### src/e1ac_pkg.sv
// constants shared by the e1 alarm and common control block
package e1ac_pkg;
  localparam logic [7:0] ADDR_CC2 = 8'h1A;
  localparam logic [7:0] ADDR_CC3 = 8'h1B;
  localparam logic [7:0] ADDR_CC4 = 8'hA8;
  localparam logic [7:0] ADDR_TXMON = 8'hA9;
  localparam logic [7:0] CC2_RESET = 8'h00;
  localparam logic [7:0] CC3_RESET = 8'h00;
  localparam logic [7:0] CC4_RESET = 8'h00;
  localparam logic [7:0] TXMON_RESET = 8'h00;
  localparam logic [7:0] CC2_WMASK = 8'h30;
  localparam logic [7:0] CC3_WMASK = 8'hEF;
  localparam logic [7:0] CC4_WMASK = 8'h9F;
  localparam logic [7:0] RD_ZERO = 8'h00;
  localparam int CC2_AUTO_AIS_ENABLE = 5;
  localparam int CC2_ARA = 4;
  localparam int CC3_TX_ELASTIC_STORE_ENABLE = 7;
  localparam int CC3_TX_CHANNEL_BLOCK_FUNCTION_SELECT = 6;
  localparam int CC3_TX_IDLE_FUNCTION_SELECT = 5;
  localparam int CC3_RX_SIGNALING_REINSERT_ENABLE = 3;
  localparam int CC3_TX_HW_SIGNALING_INSERT_ENABLE = 2;
  localparam int CC3_TX_BACKPLANE_CLOCK_SELECT = 1;
  localparam int CC3_CARRIER_LOSS_ALT_CRITERION = 0;
  localparam int CC4_RLB = 7;
  localparam int TCM_MSB = 4;
  localparam int TCM_LSB = 0;
  localparam int CLK_PERIOD_NS = 10;
  localparam int MS_NS = 1000000;
  localparam int MS_CYCLES_DEF = MS_NS / CLK_PERIOD_NS;
  localparam int MS_CNT_W = 17;
  localparam int RAI_MF_MS = 128;
  localparam int RAI_CONST_MS = 400;
  localparam int MSE_W = 9;
  localparam int ZCNT_W = 12;
  localparam logic [ZCNT_W-1:0] ZEROS_STD = 12'h0FF;
  localparam logic [ZCNT_W-1:0] ZEROS_ALT = 12'h800;
endpackage : e1ac_pkg

### src/e1ac_zero_cnt.sv
// consecutive zero counter that declares receive carrier loss
`timescale 1ns/100ps
module e1ac_zero_cnt #(
  parameter int CNT_W = e1ac_pkg::ZCNT_W
) (
  input wire logic ref_clk,
  input wire logic reset_n,
  input wire logic bit_en,
  input wire logic line_bit,
  input wire logic alt_criterion,
  output logic carrier_loss
);
  import e1ac_pkg::*;

  typedef struct packed {
    logic [CNT_W-1:0] cnt;
    logic loss;
  } e1ac_zc_s;

  e1ac_zc_s st_q;
  e1ac_zc_s st_d;
  logic [CNT_W-1:0] limit;

  assign limit = alt_criterion ? CNT_W'(ZEROS_ALT) : CNT_W'(ZEROS_STD);

  always_comb begin
    st_d = st_q;
    if (bit_en) begin
      if (line_bit) begin
        st_d.cnt = '0;
        st_d.loss = 1'b0;
      end else begin
        if (st_q.cnt < limit) begin
          st_d.cnt = st_q.cnt + 1'b1;
        end
        if (st_d.cnt >= limit) begin
          st_d.loss = 1'b1;
        end
      end
    end
  end

  always_ff @(posedge ref_clk) begin
    if (!reset_n) begin
      st_q <= '0;
    end else begin
      st_q <= st_d;
    end
  end

  assign carrier_loss = st_q.loss;
endmodule : e1ac_zero_cnt

### src/e1ac_top.sv
// e1 automatic alarm generation and common control registers
// Overview of operation
// - auto ais on: send all ones on sync loss, ais received, or carrier loss
// - auto rai on, auto ais off: send rai on those conditions or crc4 multiframe missing 128 ms
// - auto rai on, auto ais off, crc4 multiframe still missing at 400 ms: rai held continuously
// - elastic store enable bit picks bypass or elastic store transmit data
// - reinsert bit set puts signaling bits into the receive serial output
// - hardware signaling bit set inserts signaling input into transmit data
// - carrier loss after 255 zeros, or 2048 zeros with alternate bit set
// - remote loopback bit enables loopback of receive data to transmit line
// - five bit field picks transmit channel copied into the monitor register
// - automatic remote alarm enable bit clear disables auto rai, set enables it while the auto ais bit is clear
`timescale 1ns/100ps
module e1ac_top #(
  parameter int MS_CYCLES = e1ac_pkg::MS_CYCLES_DEF
) (
  input wire logic ref_clk,
  input wire logic reset_n,
  input wire logic host_cs_n,
  input wire logic host_wr_n,
  input wire logic host_rd_n,
  input wire logic [7:0] host_addr,
  input wire logic [7:0] host_data_in,
  output logic [7:0] host_data_out,
  output logic host_data_oe_n,
  input wire logic rx_loss_of_sync,
  input wire logic rx_ais_detect,
  input wire logic rx_fas_sync,
  input wire logic rx_crc4_enable,
  input wire logic rx_crc4_mf_sync,
  input wire logic rx_bit_en,
  input wire logic rx_line_bit,
  input wire logic rx_sig_slot,
  input wire logic rx_sig_bit,
  input wire logic tx_bit_en,
  input wire logic tx_serial_in,
  input wire logic tx_es_data,
  input wire logic tx_signaling_in,
  input wire logic tx_sig_slot,
  input wire logic tx_rai_slot,
  input wire logic tx_byte_valid,
  input wire logic [4:0] tx_channel_index,
  input wire logic [7:0] tx_channel_byte,
  output logic rx_carrier_loss,
  output logic rx_serial_out,
  output logic tx_line_out,
  output logic tx_send_ais,
  output logic tx_send_rai,
  output logic tx_elastic_store_enable,
  output logic tx_channel_block_function_select,
  output logic tx_idle_function_select,
  output logic rx_signaling_reinsert_enable,
  output logic tx_hw_signaling_insert_enable,
  output logic tx_backplane_clock_select,
  output logic remote_loopback_enable,
  output logic [4:0] tx_monitor_channel
);
  import e1ac_pkg::*;

  typedef struct packed {
    logic cs_s1;
    logic cs_s2;
    logic wr_s1;
    logic wr_s2;
    logic wr_s3;
    logic rd_s1;
    logic rd_s2;
    logic [7:0] addr_s1;
    logic [7:0] addr_s2;
    logic [7:0] din_s1;
    logic [7:0] din_s2;
    logic [7:0] cc2;
    logic [7:0] cc3;
    logic [7:0] cc4;
    logic [7:0] txmon;
    logic [7:0] dout;
    logic drv_n;
    logic [MS_CNT_W-1:0] ms_cnt;
    logic [MSE_W-1:0] ms_elapsed;
    logic const_rai;
    logic send_ais;
    logic send_rai;
    logic tx_line;
    logic rx_out;
  } e1ac_state_s;

  localparam e1ac_state_s ST_RST = '{drv_n: 1'b1, cc2: CC2_RESET, cc3: CC3_RESET,
                                     cc4: CC4_RESET, txmon: TXMON_RESET, default: '0};

  e1ac_state_s st_q;
  e1ac_state_s st_d;
  logic carrier_loss;
  logic rx_cond;
  logic timer_run;
  logic wr_fall;
  logic rd_act;
  logic tx_fmt;

  function automatic logic addr_hit(input logic [7:0] a, input logic [7:0] t);
    return a == t;
  endfunction : addr_hit

  e1ac_zero_cnt #(
    .CNT_W(ZCNT_W)
  ) u_zero_cnt (
    .ref_clk(ref_clk),
    .reset_n(reset_n),
    .bit_en(rx_bit_en),
    .line_bit(rx_line_bit),
    .alt_criterion(st_q.cc3[CC3_CARRIER_LOSS_ALT_CRITERION]),
    .carrier_loss(carrier_loss)
  );

  assign rx_cond = rx_loss_of_sync | rx_ais_detect | carrier_loss;
  assign timer_run = rx_fas_sync & rx_crc4_enable & ~rx_crc4_mf_sync;
  assign wr_fall = st_q.wr_s2 & ~st_q.wr_s3 & st_q.cs_s2;
  assign rd_act = st_q.rd_s2 & st_q.cs_s2;

  always_comb begin
    st_d = st_q;
    // host strobes held active high inside the synchronisers
    st_d.cs_s1 = ~host_cs_n;
    st_d.cs_s2 = st_q.cs_s1;
    st_d.wr_s1 = ~host_wr_n;
    st_d.wr_s2 = st_q.wr_s1;
    st_d.wr_s3 = st_q.wr_s2;
    st_d.rd_s1 = ~host_rd_n;
    st_d.rd_s2 = st_q.rd_s1;
    st_d.addr_s1 = host_addr;
    st_d.addr_s2 = st_q.addr_s1;
    st_d.din_s1 = host_data_in;
    st_d.din_s2 = st_q.din_s1;

    if (wr_fall) begin
      if (addr_hit(st_q.addr_s2, ADDR_CC2)) begin
        st_d.cc2 = st_q.din_s2 & CC2_WMASK;
      end
      if (addr_hit(st_q.addr_s2, ADDR_CC3)) begin
        st_d.cc3 = st_q.din_s2 & CC3_WMASK;
      end
      if (addr_hit(st_q.addr_s2, ADDR_CC4)) begin
        st_d.cc4 = st_q.din_s2 & CC4_WMASK;
      end
    end

    st_d.drv_n = ~rd_act;
    if (!rd_act) begin
      st_d.dout = RD_ZERO;
    end else if (addr_hit(st_q.addr_s2, ADDR_CC2)) begin
      st_d.dout = st_q.cc2;
    end else if (addr_hit(st_q.addr_s2, ADDR_CC3)) begin
      st_d.dout = st_q.cc3;
    end else if (addr_hit(st_q.addr_s2, ADDR_CC4)) begin
      st_d.dout = st_q.cc4;
    end else if (addr_hit(st_q.addr_s2, ADDR_TXMON)) begin
      st_d.dout = st_q.txmon;
    end else begin
      st_d.dout = RD_ZERO;
    end

    if (tx_byte_valid && tx_channel_index == st_q.cc4[TCM_MSB:TCM_LSB]) begin
      st_d.txmon = tx_channel_byte;
    end

    // millisecond timer for crc4 multiframe search after fas alignment
    if (!timer_run) begin
      st_d.ms_cnt = '0;
      st_d.ms_elapsed = '0;
    end else if (st_q.ms_cnt == MS_CNT_W'(MS_CYCLES - 1)) begin
      st_d.ms_cnt = '0;
      if (st_q.ms_elapsed < MSE_W'(RAI_CONST_MS)) begin
        st_d.ms_elapsed = st_q.ms_elapsed + 1'b1;
      end
    end else begin
      st_d.ms_cnt = st_q.ms_cnt + 1'b1;
    end
    if (rx_crc4_mf_sync || !rx_crc4_enable) begin
      st_d.const_rai = 1'b0;
    end else if (st_d.ms_elapsed >= MSE_W'(RAI_CONST_MS)) begin
      st_d.const_rai = 1'b1;
    end

    st_d.send_ais = st_q.cc2[CC2_AUTO_AIS_ENABLE] & rx_cond;
    st_d.send_rai = st_q.cc2[CC2_ARA] & ~st_q.cc2[CC2_AUTO_AIS_ENABLE]
      & (rx_cond | (st_q.ms_elapsed >= MSE_W'(RAI_MF_MS)) | st_q.const_rai);

    if (tx_bit_en) begin
      tx_fmt = st_q.cc3[CC3_TX_ELASTIC_STORE_ENABLE] ? tx_es_data : tx_serial_in;
      if (st_q.cc3[CC3_TX_HW_SIGNALING_INSERT_ENABLE] && tx_sig_slot) begin
        tx_fmt = tx_signaling_in;
      end
      if (st_q.send_rai && tx_rai_slot) begin
        tx_fmt = 1'b1;
      end
      if (st_q.send_ais) begin
        tx_fmt = 1'b1;
      end
      st_d.tx_line = st_q.cc4[CC4_RLB] ? rx_line_bit : tx_fmt;
    end else begin
      tx_fmt = 1'b0;
    end

    if (rx_bit_en) begin
      st_d.rx_out = (st_q.cc3[CC3_RX_SIGNALING_REINSERT_ENABLE] && rx_sig_slot) ? rx_sig_bit : rx_line_bit;
    end
  end

  always_ff @(posedge ref_clk) begin
    if (!reset_n) begin
      st_q <= ST_RST;
    end else begin
      st_q <= st_d;
    end
  end

  assign host_data_out = st_q.dout;
  assign host_data_oe_n = st_q.drv_n;
  assign rx_carrier_loss = carrier_loss;
  assign rx_serial_out = st_q.rx_out;
  assign tx_line_out = st_q.tx_line;
  assign tx_send_ais = st_q.send_ais;
  assign tx_send_rai = st_q.send_rai;
  assign tx_elastic_store_enable = st_q.cc3[CC3_TX_ELASTIC_STORE_ENABLE];
  assign tx_channel_block_function_select = st_q.cc3[CC3_TX_CHANNEL_BLOCK_FUNCTION_SELECT];
  assign tx_idle_function_select = st_q.cc3[CC3_TX_IDLE_FUNCTION_SELECT];
  assign rx_signaling_reinsert_enable = st_q.cc3[CC3_RX_SIGNALING_REINSERT_ENABLE];
  assign tx_hw_signaling_insert_enable = st_q.cc3[CC3_TX_HW_SIGNALING_INSERT_ENABLE];
  assign tx_backplane_clock_select = st_q.cc3[CC3_TX_BACKPLANE_CLOCK_SELECT];
  assign remote_loopback_enable = st_q.cc4[CC4_RLB];
  assign tx_monitor_channel = st_q.cc4[TCM_MSB:TCM_LSB];
endmodule : e1ac_top

### config.mk
export PLATFORM = sky130hd
export DESIGN_NAME = e1ac_top
export DESIGN_NICKNAME = d
export VERILOG_FILES = /design/src/e1ac_pkg.sv /design/src/e1ac_zero_cnt.sv /design/src/e1ac_top.sv
export SDC_FILE = /design/constraint.sdc
export NUM_CORES = 1
export LEC_CHECK = 0
export BUFFER_PORTS_ARGS = -buffer_cell sky130_fd_sc_hd__buf_2
export CAP_MARGIN = 10
export CORE_AREA = 10 10 116 118
export CTS_BUF_LIST = sky130_fd_sc_hd__clkbuf_8
export CTS_CLUSTER_DIAMETER = 80
export DETAILED_ROUTE_END_ITERATION = 12
export DIE_AREA = 0 0 126 128
export GPL_TIMING_DRIVEN = 0
export PLACE_DENSITY = 0.71
export SLEW_MARGIN = 20
export SYNTH_ARGS = -nofsm -noshare
export SYNTH_HDL_FRONTEND = slang
export SYNTH_SLANG_ARGS = --single-unit
### constraint.sdc
create_clock -name ref_clk -period 3.6 [get_ports ref_clk]
set_clock_uncertainty 0.1 [all_clocks]
set_input_delay 0.36 -clock ref_clk [delete_from_list [all_inputs] [get_ports ref_clk]]
set_output_delay 0.36 -clock ref_clk [all_outputs]
set_load 0.01 [all_outputs]
---- Word-level counts from Yosys, hierarchy flattened ----
Cells that the tools add are included.
W data, S select, Z words.
word-level totals
  bits in registers ....................... 115
  input port bits ......................... 50
operators by class
  add/sub/neg operators ................... 3
  $lt $le $gt $ge ......................... 5
  equal/unequal tests ..................... 6
  muxes and demuxes ....................... 19
  bitwise logic cells ..................... 22
  reductions and logical operators ........ 15
operator list
  operator                 count
  $mux W12                 4
  $mux W9                  3
  $mux W8                  3
  $add A17 B1 Y17 const B  1
  $eq A17 B17 Y1 const B   1
  $eq A8 B5 Y1 const B     2
  $eq A8 B8 Y1 const B     2
  $mux W13                 1
  $add A12 B1 Y12 const B  1
  $ge A12 B12 Y1           1
  $lt A12 B12 Y1           1
  $not A1 Y1               10
  $reduce_and A2 Y1        5
  $add A9 B1 Y9 const B    1
  $ge A9 B8 Y1 const B     1
  $ge A9 B9 Y1 const B     1
  $lt A9 B9 Y1 const B     1
  $and A1 B1 Y1            8
  $mux W1                  7
  $mux W6                  1
  $eq A5 B5 Y1             1
  $logic_and A1 B1 Y1      4
  $or A1 B1 Y1             4
  $reduce_or A2 Y1         2
  other kinds (4)          4

---- Logic depth before layout (Yosys ltp) ----
  depth in word-level cells ............... 8
  mapped depth ............................ 15
  gate-level depth less buffers ........... 15

---- Cells and area by module ----
A second synthesis with hierarchy kept.
second synthesis, totals
  cell total of the unflattened synthesis .. 550
  area, all modules ....................... 5237.5 um2
by module, submodules not included
  module         instances  cells an instance  area each (um2)  seq. area each (um2)
  e1ac_top       1          391                3966.3           2042.0
  e1ac_zero_cnt  1          159                1271.2           260.2

---- Worst setup path before layout ----
OpenSTA, ideal clock, no wires.
  kind .................................... reg2reg
  start ................................... reg st_q[56] (netlist bit)
  end ..................................... reg u_zero_cnt.st_q (netlist bit u_zero_cnt.carrier_loss)
  library setup time ...................... 0.136 ns
  arrival time ............................ 3.144 ns
  path slack .............................. 0.220 ns
  cell stages (with the launch flop) ...... 14
  path buffers ............................ 1
  cells stage by stage .................... dfxtp_1 -> inv_1 -> ha_1 -> nand3_1 -> or3_1 -> clkbuf_1 -> and2_1 -> mux2_2 -> ha_1 -> a21o_1 -> a211oi_1 -> o21ai_0 -> a211oi_1 -> a41oi_1
between the ends
  cells in the longest elaborated chain, start to end .. 8
ends and longest elaborated chain
  item                                   RTL line             text
  start, declared                        e1ac_top.sv:90       e1ac_state_s st_q;
  start signal, assigned                 e1ac_top.sv:212      st_q <= st_d;
  $mux W12 *                             e1ac_zero_cnt.sv:24  assign limit = alt_criterion ? CNT_W'(ZEROS_ALT) : CNT_W'(ZEROS_STD);
  $lt A12 B12 Y1                         e1ac_zero_cnt.sv:33  if (st_q.cnt < limit) begin
  $mux W12                               e1ac_zero_cnt.sv:33
  $mux W12                               e1ac_zero_cnt.sv:29  if (line_bit) begin
  $mux W12                               e1ac_zero_cnt.sv:28  if (bit_en) begin
  $ge A12 B12 Y1 *                       e1ac_zero_cnt.sv:36  if (st_d.cnt >= limit) begin
  $reduce_bool A2 Y1 (no source line) *  --
  $reduce_and A2 Y1 (no source line) *   --
  end signal, assigned                   e1ac_zero_cnt.sv:47  st_q <= st_d;
  end, declared                          e1ac_zero_cnt.sv:20  e1ac_zc_s st_q;
Mark *: on every way between the ends. The rest lies on a longest branch, timed or not. The select of a mux whose other input is x is not followed.
A chain may end at the register's enable or synchronous reset.

---- Worst setup path in the final report ----
Same ends and word-level chain as after synthesis.

==> metrics.md <==
| Metric | Value |
|---|---|
| Final setup viols | 0 |
| First-pass DRT Iterations | 5 |
| Peak VDD IR | 0.000299 V |
| Tmin final | 3.48 ns |
| Initial antenna violation count | 0 |
| TritonCTS clock tree | built |
| RSZ-0062 raised after global routing | false |
| Most frequent cells in the layout | dfxtp_1, buf_2, nor2_1, nand2_1, and2_1 |
| Die ar. | 16100 µm² |
| Final Hold Viols | 0 |
| CP Buf/Inv Count | 1 |
| Global routing usage on met1 | 0.181 |
| Final WL | 11.7 mm |
| FILL cells | 1030 |
| Storage cell area | 2310 µm² |
| Final HPWL DP | 8.81 mm |
| Largest net degree at the start of global routing | 17 |
| Syn-to-layout area delta | 20.5% |
| Routability cong. | 0.910 |
| Max Fanout on Critical Path | 11 |
| Net Count, Synth | 616 |
| Worst-Margin Slew | 0.634 ns |
| Met2 Use GR | 0.232 |
| Outcome | completed |
| IO Port Bufs | 74 |
| Synthesis Warnings | 0 |
| Crit. End Element | flip-flop |
| Cell Rows | 39 |
| Crit path max-delay cell type | dfxtp_4 |
| Synth Area in XOR/XNOR | 0.0629 |
| Layout cells sized above 1 | 0.213 |
| Period utilization | 0.967 |
| TNS Setup | 0 ns |
| Adder-cell share of the synthesized area | 0.0500 |
| Die Y | 128 µm |
| Compound-Gate Fraction of Synth Area | 0.0999 |
| Largest stage delay, worst path | 0.42 ns |
| Mapped Avg Cell Area | 9.18 µm² |
| CTS max path bufs | 2 |
| Clk Latency, worst-skew pair | 0.42 ns |
| Start point of the worst hold path | host_data_in[2] |
| Hold Crit Depth | 2 |
| Share of the synthesized area in the top cell type | 0.460 |
| Cts bufs inserted | 17 |
| Most common cell after layout, fill and taps aside | dfxtp_1 |
| Gate Count Post-Synth | 546 |
| Slew headroom | 0.576 |
| Max-Cap Viols | 0 |
| Cell taking the most area after synthesis | dfxtp_1 |
| Vias per cell | 5.23 |
| FF-to-FF path depth | 13 |
| I/O pin cnt | 76 |
| Max frequency | 287 MHz |
| CP Data Required Time | 3.79 ns |
| Arr. time, crit path | 3.67 ns |
| Reg-to-reg startpoint | st_q[56]$_SDFFE_PN0P_ |
| Die Wd | 126 µm |
| Type of origin of the critical path | flip-flop |
| R2R setup slack | 0.12 ns |
| Hold slack | 0.0488 ns |
| DRC | 0 |
| Final core occ | 0.538 |
| Seq/Total Area, Yosys | 0.460 |
| Hold path endpoint | st_d[74]$_SDFF_PN0_ |
| Root Driver | clkbuf_8 |
| RR Endpoint | u_zero_cnt.carrier_loss$_SDFFE_PN0P_ |
| Largest family of logic cells by synthesized area | simple AND/OR/NAND/NOR gates |
| Clock H-tree levels | 4 |
| #FFs+latches synth | 115 |
| EDFF count, synth | 0 |
| Critical Path, Cell by Cell | inv_1 > ha_1 > nand3_1 > o21bai_1 > nor2_2 > and2_1 > mux2_2 > ha_1 > a21o_1 > a211oi_1 > o21ai_0 > a211oi_1 > a41oi_1 |
| Vias in the first global route | 4233 |
| Post-Synth Simple-Gate Area | 0.251 |
| CTS Sinks | 115 |
| Pleak | 2.46 nW |
| Multi-input gate area | 2510 µm² |
| Synth area leaders | dfxtp_1, nor2_1, ha_1 |
| DRT iter0 DRCs | 335 |
| Busiest grt layer | met2 |
| Remaining Overflow, GRT | 0 |
| Drt wl/cell | 14.7 µm |
| First-pass GRT wire length | 19.8 mm |
| Dominant synthesized flop cell | dfxtp_1 |
| Min-delay worst type | in2reg |
| Post-layout net count | 713 |
| Critical path class | reg2reg |
| Power Density | 440 nW/µm² |
| Core Region | 11200 µm² |
| M3 GR Usage | 0.0513 |
| Vias | 4176 |
| Clock slew at reported path FFs | 0.07 ns |
| Fraction of registers with async set/reset | 0 |
| Mux contribution to synthesized area | 0.0362 |
| Crit path max-delay family | compound AO/OA/AOI/OAI gates |
| Post-Syn Area | 5010 µm² |
| Fin. max-slew vios | 0 |
| GR Util All Layers | 0.145 |
| Diode count | 0 |
| Initial Utilization | 0.446 |
| Routed Antenna Nets | 0 |
| Synth unique cells | 60 |
==> final cells by class <==
class,instances,area share
buffer,29,0.0263
clock buffer,21,0.0479
clock inverter,11,0.0222
inverter,10,0.00622
multi-input combinational,391,0.417
sequential,115,0.382
tap,143,0.0296
timing repair buffer,79,0.0688
==> state kept, by name, summed over array words and instances, names as in the netlist <==
signal and cells:
host_data_oe_n 1, host_data_out 8, remote_loopback_enable 1, rx_serial_out 1, rx_signaling_reinsert_enable 1, st_d 20, st_q 57, tx_backplane_clock_select 1
tx_channel_block_function_select 1, tx_elastic_store_enable 1, tx_hw_signaling_insert_enable 1, tx_idle_function_select 1, tx_line_out 1, tx_monitor_channel 5, tx_send_ais 1, tx_send_rai 1
u_zero_cnt.carrier_loss 1, u_zero_cnt.st_q 12
==> power by group <==
part           total (mW)  switching, mW  internal [mW]  leakage [nW]
clock                1.25          0.500          0.750         0.224
sequential           1.30        0.00952           1.30         0.937
combinational      0.0994         0.0528         0.0466          1.29
total                2.65          0.562           2.09          2.46
==> repair_timing <==
| action | CTS | global route |
|---|---|---|
| hold buffers | 1 | 2 |
| endpoints found under the setup margin | 1 | 1 |
| resized for setup | 2 | 2 |
| endpoints found under the hold margin | 1 | 2 |
| buffers inserted | 2 | 0 |
==> synth_stat cells, types with 2 or more instances <==
cell and instances:
nor3_1 6, nand2b_1 2, and4_1 3, nor4_1 4, a22oi_1 2, nor4b_1 2
or4_1 5, nand2_1 42, buf_4 13, a211oi_1 5, dfxtp_1 115, xnor2_1 15
nor2_1 73, xor2_1 21, a31oi_1 7, and2_1 39, buf_1 2, a21oi_1 24
and3_1 8, a21o_1 4, o21ai_0 11, nand3_1 24, o21a_1 2, mux2i_1 17
or3_1 5, inv_1 9, ha_1 20, a222oi_1 6, clkbuf_1 14, or2_2 4
nor2b_1 2, nand4_1 12
==> how the worst max path moves through the flow <==
stage          cells after the start                       startpoint  slack (ns)                                    to
4_1_cts                           13  u_zero_cnt.st_q[3]$_SDFFE_PN0P_        0.03  u_zero_cnt.carrier_loss$_SDFFE_PN0P_
3_5_place_dp                      14            st_q[56]$_SDFFE_PN0P_       -0.42  u_zero_cnt.carrier_loss$_SDFFE_PN0P_
2_1_floorplan                     13            st_q[56]$_SDFFE_PN0P_        0.22  u_zero_cnt.carrier_loss$_SDFFE_PN0P_
5_1_grt                           13            st_q[56]$_SDFFE_PN0P_        0.02  u_zero_cnt.carrier_loss$_SDFFE_PN0P_
3_3_place_gp                      14            st_q[56]$_SDFFE_PN0P_       -0.24  u_zero_cnt.carrier_loss$_SDFFE_PN0P_
6_report                          13            st_q[56]$_SDFFE_PN0P_        0.12  u_zero_cnt.carrier_loss$_SDFFE_PN0P_
==> stage by stage <==
stage,total power [mW],cells,worst slack (ns),cell area [µm²]
2_1_floorplan,1.38,546,0.220,5010
3_3_place_gp,1.43,763,-0.238,5560
3_5_place_dp,1.43,763,-0.415,5560
4_1_cts,2.67,798,0.0317,6010
5_1_grt,2.76,799,0.0247,6040
6_report,2.65,799,0.120,6040
==> routing by layer <==
metal	share of wire	up-vias
met4	0.013	0
met1	0.45	1965
li1	-	2085
met2	0.46	113
met3	0.071	13
met5	0	-
==> cells by family after synthesis <==
logic type | count (synthesis)
XOR/XNOR | 36
AND/OR/NAND/NOR | 243
multiplexers | 18
buffers and inverters | 40
AO/OA/AOI/OAI | 74
flip-flops | 115
adder cells (fa/ha/maj) | 20
Power figures use the tool's default switching activity.
